<file path="src/design/wwd_pkg.sv">
// Purpose: Shared constants and types of the window watchdog.
// Assumes: 100 MHz system clock, one timebase tick per microsecond.
// Notes:   All window and delay figures are typical values in microseconds.
package wwd_pkg;

	// Clock and timebase
	localparam int CLK_PERIOD_NS = 10;
	localparam int TICK_NS       = 1000;
	localparam int TICK_CYCLES   = TICK_NS / CLK_PERIOD_NS;

	// Timing pin encodings as sensed at power-up
	localparam logic [1:0] PIN_OPEN   = 2'h0;
	localparam logic [1:0] PIN_PULLUP = 2'h1;
	localparam logic [1:0] PIN_CAP    = 2'h2;

	// Ratio select settings {ratio_select_0, ratio_select_1}
	localparam logic [1:0] RATIO_1_8  = 2'h0;
	localparam logic [1:0] RATIO_3_4  = 2'h1;
	localparam logic [1:0] RATIO_OFF  = 2'h2;
	localparam logic [1:0] RATIO_1_2  = 2'h3;

	// Reset delay, microseconds
	localparam logic [31:0] RST_OPEN_US    = 32'h0003_0d40; // 200 ms
	localparam logic [31:0] RST_PULLUP_US  = 32'h0000_2710; // 10 ms
	localparam logic [31:0] RST_CAP_OFS_US = 32'h0000_017d; // 381 us
	localparam logic [31:0] RST_CAP_MUL    = 32'h0000_0142; // 3.22 us/pF, x100
	localparam logic [31:0] RST_CAP_DIV    = 32'h0000_0064;

	// Upper and lower window bounds, microseconds
	localparam logic [31:0] UP_OPEN_00_US  = 32'h0000_d6d8; // 55.0 ms
	localparam logic [31:0] LO_OPEN_00_US  = 32'h0000_57e4; // 22.5 ms
	localparam logic [31:0] UP_OPEN_01_US  = 32'h0000_6b6c; // 27.5 ms
	localparam logic [31:0] LO_OPEN_01_US  = 32'h0000_073a; // 1.85 ms
	localparam logic [31:0] UP_OPEN_11_US  = 32'h0018_6a00; // 1600 ms
	localparam logic [31:0] LO_OPEN_11_US  = 32'h000c_3500; // 800 ms
	localparam logic [31:0] UP_PU_00_US    = 32'h0001_a9c8; // 109.0 ms
	localparam logic [31:0] UP_PU_01_US    = 32'h0002_f9b8; // 195.0 ms
	localparam logic [31:0] UP_PU_11_US    = 32'h0000_2af8; // 11.0 ms
	localparam logic [31:0] LO_PU_US       = 32'h0000_2328; // 9.0 ms
	localparam logic [31:0] LO_PU_11_US    = 32'h0000_073a; // 1.85 ms
	localparam logic [31:0] UP_CAP_OFS_US  = 32'h0000_d6d8; // 55 ms
	localparam logic [31:0] UP_CAP_MUL     = 32'h0000_0306; // 77.4 us/pF, x10
	localparam logic [31:0] UP_CAP_DIV     = 32'h0000_000a;

	// Register byte offsets
	localparam logic [7:0] REG_RST_CAP   = 8'h00;
	localparam logic [7:0] REG_WIN_CAP   = 8'h04;
	localparam logic [7:0] REG_STATUS    = 8'h08;
	localparam logic [7:0] REG_FAULT_CNT = 8'h0c;
	localparam logic [7:0] REG_ELAPSED   = 8'h10;

	// Reset values
	localparam logic [19:0] CAP_PF_RST = 20'h0_2710; // 10 nF

	// Bounds carried from the bounds unit to the checker
	typedef struct packed {
		logic [31:0] upper_us;
		logic [31:0] lower_us;
		logic [31:0] delay_us;
	} wwd_bounds_type;

	typedef enum logic [2:0] {
		ST_OFF, ST_INIT, ST_FIRST, ST_WINDOW, ST_FAULT, ST_DISABLED
	} wwd_state_type;

endpackage : wwd_pkg

</file>
<file path="src/design/wwd_tick.sv">
// Purpose: Microsecond timebase pulse.
// Assumes: Synchronous active-high reset.
// Notes:   One-cycle tick every CYCLES clocks.
module wwd_tick #(
	parameter int CYCLES = wwd_pkg::TICK_CYCLES
) (
	input  wire logic sys_clk_i,
	input  wire logic srst_i,
	output logic      tick_o
);

	// The wrap compare is 16 bits wide
	if (CYCLES < 2 || CYCLES > 65536) begin : g_chk
		$error("wwd_tick: CYCLES must be 2 to 65536");
	end

	logic [15:0] cnt;
	logic [15:0] next_cnt;
	logic        next_tick;

	// Wrap counter and pulse
	always_comb begin
		next_tick = (cnt == 16'(CYCLES - 1));
		next_cnt  = next_tick ? 16'h0000 : cnt + 16'h0001;
	end

	always_ff @(posedge sys_clk_i) begin
		if (srst_i) begin
			cnt    <= 16'h0000;
			tick_o <= 1'b0;
		end else begin
			cnt    <= next_cnt;
			tick_o <= next_tick;
		end
	end

endmodule : wwd_tick

</file>
<file path="src/design/wwd_bounds.sv">
// Purpose: Window bounds and reset delay from pin modes, ratio and capacitors.
// Assumes: Capacitances given in picofarads.
// Notes:   Result registered; follows its inputs one cycle later.
module wwd_bounds (
	input  wire logic               sys_clk_i,
	input  wire logic               srst_i,
	input  wire logic [1:0]         win_mode_i,
	input  wire logic [1:0]         rst_mode_i,
	input  wire logic [1:0]         ratio_i,
	input  wire logic [19:0]        win_cap_pf_i,
	input  wire logic [19:0]        rst_cap_pf_i,
	output wwd_pkg::wwd_bounds_type bounds_o
);

	wwd_pkg::wwd_bounds_type next_bounds;
	logic [31:0]             cap_up;

	// Factory tables or capacitor formulas
	always_comb begin
		cap_up = (wwd_pkg::UP_CAP_MUL * 32'(win_cap_pf_i)) / wwd_pkg::UP_CAP_DIV
			+ wwd_pkg::UP_CAP_OFS_US;
		next_bounds = '0;
		unique case (rst_mode_i)
			wwd_pkg::PIN_OPEN:   next_bounds.delay_us = wwd_pkg::RST_OPEN_US;
			wwd_pkg::PIN_PULLUP: next_bounds.delay_us = wwd_pkg::RST_PULLUP_US;
			default: next_bounds.delay_us = (wwd_pkg::RST_CAP_MUL * 32'(rst_cap_pf_i))
				/ wwd_pkg::RST_CAP_DIV + wwd_pkg::RST_CAP_OFS_US;
		endcase
		if (win_mode_i == wwd_pkg::PIN_OPEN) begin
			unique case (ratio_i)
				wwd_pkg::RATIO_1_8: next_bounds.upper_us = wwd_pkg::UP_OPEN_00_US;
				wwd_pkg::RATIO_3_4: next_bounds.upper_us = wwd_pkg::UP_OPEN_01_US;
				default:            next_bounds.upper_us = wwd_pkg::UP_OPEN_11_US;
			endcase
			unique case (ratio_i)
				wwd_pkg::RATIO_1_8: next_bounds.lower_us = wwd_pkg::LO_OPEN_00_US;
				wwd_pkg::RATIO_3_4: next_bounds.lower_us = wwd_pkg::LO_OPEN_01_US;
				default:            next_bounds.lower_us = wwd_pkg::LO_OPEN_11_US;
			endcase
		end else if (win_mode_i == wwd_pkg::PIN_PULLUP) begin
			unique case (ratio_i)
				wwd_pkg::RATIO_1_8: next_bounds.upper_us = wwd_pkg::UP_PU_00_US;
				wwd_pkg::RATIO_3_4: next_bounds.upper_us = wwd_pkg::UP_PU_01_US;
				default:            next_bounds.upper_us = wwd_pkg::UP_PU_11_US;
			endcase
			next_bounds.lower_us = (ratio_i == wwd_pkg::RATIO_1_2) ?
				wwd_pkg::LO_PU_11_US : wwd_pkg::LO_PU_US;
		end else begin
			next_bounds.upper_us = cap_up;
			unique case (ratio_i)
				wwd_pkg::RATIO_1_8: next_bounds.lower_us = cap_up >> 3;
				wwd_pkg::RATIO_3_4: next_bounds.lower_us = cap_up - (cap_up >> 2);
				default:            next_bounds.lower_us = cap_up >> 1;
			endcase
		end
	end

	always_ff @(posedge sys_clk_i) begin
		if (srst_i) begin
			bounds_o <= '0;
		end else begin
			bounds_o <= next_bounds;
		end
	end

endmodule : wwd_bounds

</file>
<file path="src/design/wwd_top.sv">
// Purpose: Window watchdog checking falling-edge spacing on the kick input.
// Assumes: All pins synchronous to sys_clk_i; APB slave for configuration.
// Notes:   Intervals counted in timebase ticks of TICK_CYCLES clocks.
//
// Design decisions made here: the address map and the APB register port.

// Summary of operation
// Enabled and powered: output follows kick timing only
// Power-up: wait one reset delay before checking
// First edge later than upper bound faults
// Later edges outside lower/upper window fault
// Delay pin open 200 ms, pulled up 10 ms
// Capacitor delay: 3.22 us/pF plus 381 us
// Capacitor discharged in fault, recharged before release; here discharge lasts the whole fault and ends in the cycle of release
// Open or pulled-up window pin: factory timeouts
// Open pin uppers 55.0, 27.5, 1600 ms
// Pulled-up uppers 109.0, 195.0 ms, lower 9.0
// Capacitor upper: 77.4 us/pF plus 55 ms
// Capacitor lower bound is ratio of upper
// Ratios 1:8, 3:4, 1:2; setting 10 disables
// Kick ignored while fault output asserted
// Only falling kick edges are service events
// Disabled: output released, kick ignored
// Output active low; times counted in ticks
// Timing pin modes sampled once after power-up
module wwd_top #(
	parameter int TICK_CYCLES = wwd_pkg::TICK_CYCLES
) (
	input  wire logic        sys_clk_i,
	input  wire logic        srst_i,
	input  wire logic        supply_valid_i,
	input  wire logic        kick_input_i,
	input  wire logic        ratio_select_0_i,
	input  wire logic        ratio_select_1_i,
	input  wire logic [1:0]  window_timing_pin_i,
	input  wire logic [1:0]  reset_delay_pin_i,
	input  wire logic        psel_i,
	input  wire logic        penable_i,
	input  wire logic        pwrite_i,
	input  wire logic [7:0]  paddr_i,
	input  wire logic [31:0] pwdata_i,
	output logic [31:0]      prdata_o,
	output logic             pready_o,
	output logic             pslverr_o,
	output logic             fault_reset_output_n_o,
	output logic             cap_discharge_o
);

	if (TICK_CYCLES < 2) begin : g_chk
		$error("wwd_top: TICK_CYCLES must be at least 2");
	end

	wwd_pkg::wwd_state_type  state;
	wwd_pkg::wwd_state_type  next_state;
	wwd_pkg::wwd_bounds_type bounds;
	logic [31:0]             elapsed;
	logic [31:0]             next_elapsed;
	logic                    kick_prev;
	logic                    kick_fall;
	logic                    tick;
	logic [1:0]              ratio_live;
	logic [1:0]              ratio_lat;
	logic [1:0]              next_ratio_lat;
	logic [1:0]              win_mode;
	logic [1:0]              next_win_mode;
	logic [1:0]              rst_mode;
	logic [1:0]              next_rst_mode;
	logic [15:0]             fault_cnt;
	logic [15:0]             next_fault_cnt;
	logic                    next_out_n;
	logic                    next_discharge;
	logic                    time_up;
	logic [19:0]             rst_cap_pf;
	logic [19:0]             win_cap_pf;
	logic [19:0]             next_rst_cap_pf;
	logic [19:0]             next_win_cap_pf;
	logic [31:0]             next_prdata;
	logic                    next_pready;
	logic                    next_pslverr;
	logic                    wr_go;

	wwd_tick #(
		.CYCLES (TICK_CYCLES)
	) u_tick (
		.sys_clk_i (sys_clk_i),
		.srst_i    (srst_i),
		.tick_o    (tick)
	);

	wwd_bounds u_bounds (
		.sys_clk_i    (sys_clk_i),
		.srst_i       (srst_i),
		.win_mode_i   (win_mode),
		.rst_mode_i   (rst_mode),
		.ratio_i      (ratio_lat),
		.win_cap_pf_i (win_cap_pf),
		.rst_cap_pf_i (rst_cap_pf),
		.bounds_o     (bounds)
	);

	// Ratio select pins and edge detection
	assign ratio_live = {ratio_select_0_i, ratio_select_1_i};
	assign kick_fall  = kick_prev & ~kick_input_i;

	// Watchdog state, timer and latched settings
	always_comb begin
		next_state     = state;
		next_elapsed   = tick ? elapsed + 32'h0000_0001 : elapsed;
		next_ratio_lat = ratio_lat;
		next_win_mode  = win_mode;
		next_rst_mode  = rst_mode;
		next_fault_cnt = fault_cnt;
		time_up        = 1'b0;
		unique case (state)
			wwd_pkg::ST_OFF: begin
				next_elapsed = '0;
				if (supply_valid_i) begin
					next_win_mode  = window_timing_pin_i;
					next_rst_mode  = reset_delay_pin_i;
					next_ratio_lat = ratio_live;
					next_state     = wwd_pkg::ST_INIT;
				end
			end
			wwd_pkg::ST_INIT: begin
				time_up = elapsed >= bounds.delay_us;
				if (time_up) begin
					next_state   = wwd_pkg::ST_FIRST;
					next_elapsed = '0;
				end
			end
			wwd_pkg::ST_FIRST, wwd_pkg::ST_WINDOW: begin
				time_up = elapsed >= bounds.upper_us;
				if (kick_fall && state == wwd_pkg::ST_WINDOW
						&& elapsed < bounds.lower_us) begin
					next_state = wwd_pkg::ST_FAULT;
				end else if (kick_fall && !time_up) begin
					next_state   = wwd_pkg::ST_WINDOW;
					next_elapsed = '0;
				end else if (time_up) begin
					next_state = wwd_pkg::ST_FAULT;
				end
				if (next_state == wwd_pkg::ST_FAULT) begin
					next_elapsed   = '0;
					next_ratio_lat = ratio_live;
					next_fault_cnt = fault_cnt + 16'h0001;
				end
			end
			wwd_pkg::ST_FAULT: begin
				time_up = elapsed >= bounds.delay_us;
				if (time_up) begin
					next_state   = wwd_pkg::ST_FIRST;
					next_elapsed = '0;
				end
			end
			wwd_pkg::ST_DISABLED: begin
				next_elapsed = '0;
				next_state   = wwd_pkg::ST_FIRST;
			end
		endcase
		if (!supply_valid_i) begin
			next_state   = wwd_pkg::ST_OFF;
			next_elapsed = '0;
		end else if (ratio_live == wwd_pkg::RATIO_OFF && state != wwd_pkg::ST_OFF
				&& state != wwd_pkg::ST_INIT) begin
			// A fault entry overridden by disable in the same cycle is neither latched nor counted
			next_state     = wwd_pkg::ST_DISABLED;
			next_elapsed   = '0;
			next_ratio_lat = ratio_lat;
			next_fault_cnt = fault_cnt;
		end
		next_out_n     = next_state != wwd_pkg::ST_FAULT;
		next_discharge = next_state == wwd_pkg::ST_FAULT
			&& next_rst_mode == wwd_pkg::PIN_CAP;
	end

	always_ff @(posedge sys_clk_i) begin
		if (srst_i) begin
			state                  <= wwd_pkg::ST_OFF;
			elapsed                <= '0;
			kick_prev              <= 1'b0;
			ratio_lat              <= wwd_pkg::RATIO_1_8;
			win_mode               <= wwd_pkg::PIN_OPEN;
			rst_mode               <= wwd_pkg::PIN_OPEN;
			fault_cnt              <= '0;
			fault_reset_output_n_o <= 1'b1;
			cap_discharge_o        <= 1'b0;
		end else begin
			state                  <= next_state;
			elapsed                <= next_elapsed;
			kick_prev              <= kick_input_i;
			ratio_lat              <= next_ratio_lat;
			win_mode               <= next_win_mode;
			rst_mode               <= next_rst_mode;
			fault_cnt              <= next_fault_cnt;
			fault_reset_output_n_o <= next_out_n;
			cap_discharge_o        <= next_discharge;
		end
	end

	// APB slave, answer in the second access cycle
	always_comb begin
		next_pready     = psel_i & penable_i & ~pready_o;
		wr_go           = psel_i & penable_i & pready_o & pwrite_i & ~pslverr_o;
		next_rst_cap_pf = rst_cap_pf;
		next_win_cap_pf = win_cap_pf;
		next_prdata     = '0;
		next_pslverr    = 1'b0;
		unique case (paddr_i)
			wwd_pkg::REG_RST_CAP:   next_prdata = {12'h000, rst_cap_pf};
			wwd_pkg::REG_WIN_CAP:   next_prdata = {12'h000, win_cap_pf};
			wwd_pkg::REG_STATUS:    next_prdata = {24'h00_0000,
				cap_discharge_o, ratio_lat, state == wwd_pkg::ST_DISABLED,
				state == wwd_pkg::ST_INIT, state == wwd_pkg::ST_FIRST,
				state == wwd_pkg::ST_WINDOW, state == wwd_pkg::ST_FAULT};
			wwd_pkg::REG_FAULT_CNT: next_prdata = {16'h0000, fault_cnt};
			wwd_pkg::REG_ELAPSED:   next_prdata = elapsed;
			default:                next_pslverr = next_pready;
		endcase
		if (pwrite_i && (paddr_i == wwd_pkg::REG_STATUS || paddr_i == wwd_pkg::REG_FAULT_CNT
				|| paddr_i == wwd_pkg::REG_ELAPSED)) begin
			next_pslverr = next_pready;
		end
		if (pwrite_i || !next_pready) begin
			next_prdata = '0;
		end
		if (wr_go && paddr_i == wwd_pkg::REG_RST_CAP) begin
			next_rst_cap_pf = pwdata_i[19:0];
		end
		if (wr_go && paddr_i == wwd_pkg::REG_WIN_CAP) begin
			next_win_cap_pf = pwdata_i[19:0];
		end
	end

	always_ff @(posedge sys_clk_i) begin
		if (srst_i) begin
			rst_cap_pf <= wwd_pkg::CAP_PF_RST;
			win_cap_pf <= wwd_pkg::CAP_PF_RST;
			prdata_o   <= '0;
			pready_o   <= 1'b0;
			pslverr_o  <= 1'b0;
		end else begin
			rst_cap_pf <= next_rst_cap_pf;
			win_cap_pf <= next_win_cap_pf;
			prdata_o   <= next_prdata;
			pready_o   <= next_pready;
			pslverr_o  <= next_pslverr;
		end
	end
endmodule : wwd_top

</file>
<file path="config.mk">
export PLATFORM = sky130hd
export DESIGN_NAME = wwd_top
export DESIGN_NICKNAME = d
export VERILOG_FILES = /design/src/design/wwd_pkg.sv /design/src/design/wwd_tick.sv /design/src/design/wwd_bounds.sv /design/src/design/wwd_top.sv
export SDC_FILE = /design/constraint.sdc
export NUM_CORES = 1
export LEC_CHECK = 0
export ABC_AREA = 1
export ABC_CLOCK_PERIOD_IN_PS = 47900
export BUFFER_PORTS_ARGS = -buffer_cell sky130_fd_sc_hd__buf_2
export CAP_MARGIN = 25
export CORE_ASPECT_RATIO = 1.2
export CORE_MARGIN = 4
export CORE_UTILIZATION = 58
export CTS_CLUSTER_SIZE = 40
export DETAILED_ROUTE_END_ITERATION = 8
export PLACE_DENSITY = 0.87
export SYNTH_ARGS = -nofsm -noshare
export SYNTH_HDL_FRONTEND = slang
export SYNTH_HIERARCHICAL = 1
export SYNTH_SLANG_ARGS = --single-unit
export TNS_END_PERCENT = 100
</file>
<file path="constraint.sdc">
create_clock -name sys_clk_i -period 47.9 [get_ports sys_clk_i]
set_clock_uncertainty 0.15 [all_clocks]
set_input_delay 2.395 -clock sys_clk_i [delete_from_list [all_inputs] [get_ports sys_clk_i]]
set_output_delay 2.395 -clock sys_clk_i [all_outputs]
set_load 0.01 [all_outputs]
</file>
==> results.md <==
* Initial antenna violation count at 0
* H-tree Lvls at 1
* Vias in the first global route at 38728
* Die W at 248 um
* Post-DRT Antenna Nets at 0
* Longest Clk Path Bufs at 3
* Critical Path Most Common Cell: nand2_1
* Fin crit period at 35600 ps
* # DRC at 0
* Outcome: completed
* Worst hold stages at 2
* Number of buffers added for setup after CTS at 0
* Crit Path Category: register to register
* Mean Syn Cell Area at 6.31 um2
* Critical Path AT at 35900 ps
* Met1 Usage GRT at 34.4%
* R2R depth at 218
* First-pass GRT wire length at 187 mm
* Post-synth EDFFs at 0
* CP max stage cell: inv_2
* Setup TNS at 0 ps
* Via Count at ~40000
* Synth top area share at 13.7%
* Ratio of cells with drive above 1 in the final layout at 18.5%
* Final setup violation count at 0
* Worst hold slack at approximately 320 ps
* Row count at around 110
* CTS tree: done
* Worst Tran Pin Value at 1070 ps
* Area delta synth->final at 2.65%
* GR Util met2 at 54.8%
* Total Routed Length at ~120 mm
* Die Height at 296 um
* CORE AREA at 68300 um2
* Final instance area at 41100 um2
* Unique cell type count in the Yosys netlist at 96
* Clock sinks at 235
* FFs w/ async S/R, synth at 0%
* Crit-path max cell delay at 710 ps
* Top Usage Layer GRT: met2
* Die area at roughly 73000 um2
* Num ports at 89
* Global route overflow at 0
* CP required at slightly below 50000 ps
* DR iter-0 viols at about 3000
* Worst hold path type: register to register
* Routed len/inst at 16.0 um
* Initial core utilization at 58.5%
* Core Util, Final at 60.1%
* Clk Latency, worst-skew pair at 520 ps
* Area after DPL at ~40000 um2
* Num CTS Buffers at 21
* Max cap viols at 0
* Period utilization at 74.3%
* GR Util met3 at 2.94%
* Most frequent cells in the layout: nand2_1 (1460), inv_1 (940), nor2_1 (672), nand3_1 (488), nand2_2 (312)
* Final Hold Fails at 0
* RSZ-0062 raised after global routing: no
* Pin count of the biggest net entering global routing at 48
* Layout Nets at 6727
* Sequential-to-total area share from yosys stat at a little under an eighth
* Drt via density at around 5.6
* Largest area contributor in the netlist: nand2_1
* Tot GR Track Use at 30.7%
* Clk slew on worst S/H paths at 70 ps
* Drt first pass iters at 9
* Crit Path Max Fanout at 27
* GPL Wtd Cong at 0.976
* Cts repair resizes at 0
* # port buffers at between 70 and 80
* Ant. Diodes at 0
* Top cells by area, synth: nand2_1 (14%), dfxtp_1 (12%), ha_1 (9.6%), inv_1 (8.8%), nor2_1 (6.3%)
* Register bit count reported by yosys at 235
* DP HPWL at 93.7 mm
* Crit path launch type: register
* Max Freq at 28.1 MHz
* Synthesized cell area at ~40000 um2
* Root buffer cell: clkbuf_16
* Post-Synthesis Cells at 6341
* Ys flop type: dfxtp_1
* Relative slew slack at 27.2%
* Commonest non-fill, non-tap cell in the layout: nand2_1
* Post-CTS Hold Buffers at 0
* Pins Over Slew Limit at 0
* CP Capture Type: register
* Ys Warns at 6
-- cell type report --
type | instances | area (um2)
multi-input cells | 4906 | 29800
fillers | 6443 | 27300
flip-flops and latches | 235 | 4700
inverters | 1073 | 4140
well taps | 909 | 1140
clock buffers | 24 | 547
repair buffers | 97 | 542
clock inverters | 14 | 226
-- state kept, by name (all words and copies together), names as in the netlist, 3 cells and up --
register,count
u_bounds/bounds_o,84
elapsed,32
prdata_o,32
rst_cap_pf,20
win_cap_pf,20
fault_cnt,16
u_tick/cnt,16
state,3
-- synthesized netlist by cell type, drive strengths merged (21+ instances only) --
library cell and n:
nand3 632, nor3 89, nand4 171, clkbuf 52
fa 34, ha 306, xor2 152, a21oi 231
buf 86, inv 1045, or2 25, nand2 1956
nand3b 21, nor2 867, o21ai 180, clkinv 26
xnor2 32, dfxtp 235
-- critical path, delay by kind of cell, from the launching register on --
family / cells / cell delay [ps]
AOI/OAI and AO/OA: 19 / 3650
DFF: 1 / 550
xor gates and xnor gates: 1 / 160
buffers and inverters: 23 / 2430
adders and majority gates: 6 / 2260
and+or+nand+nor: 169 / 26120
-- metrics by stage --
stage | instances | setup WS [ps]
final | 7258 | 12300
after global routing | 7258 | 8820
after CTS | 7258 | 12770
after detailed placement | 7220 | 12870
after global placement | 7218 | 13020
after floorplan | 6353 | 23070
-- path summary, 6_finish.rpt --
kind         slack (ps)                               end                       start
max reg2reg       12300  u_bounds/bounds_o[59]$_SDFF_PP0_  win_cap_pf[9]$_SDFFE_PP1P_
min                 320         u_tick/cnt[15]$_SDFF_PP0_   u_tick/cnt[15]$_SDFF_PP0_
min reg2reg         320         u_tick/cnt[15]$_SDFF_PP0_   u_tick/cnt[15]$_SDFF_PP0_
max               12300  u_bounds/bounds_o[59]$_SDFF_PP0_  win_cap_pf[9]$_SDFFE_PP1P_
-- routing by layer --
layer | routed length [um] | share of wire (%) | vias to the layer above
met2 | 55200 | 47 | 1543
met4 | 9540 | 8.2 | 0
li1 | - | - | 20197
met1 | 44000 | 38 | 18469
met5 | 0 | 0 | -
met3 | 7600 | 6.5 | 497
-- kinds of logic (layout without fill, tap and decap cells) --
logic type	after synthesis	in the layout	share of synthesized area, %
multiplexers	1	1	0.0250
AND/OR/NAND/NOR	3796	3796	50.1
adder cells (fa/ha/maj)	340	340	11.3
flip-flops	235	235	11.8
other	1	13	0.00938
AO/OA/AOI/OAI	572	572	8.80
XOR/XNOR	184	184	4.10
buffers and inverters	1212	1208	14.0
Power is not shown: default switching activity piles up to over one toggle a cycle in this logic, so the estimate is an artifact.
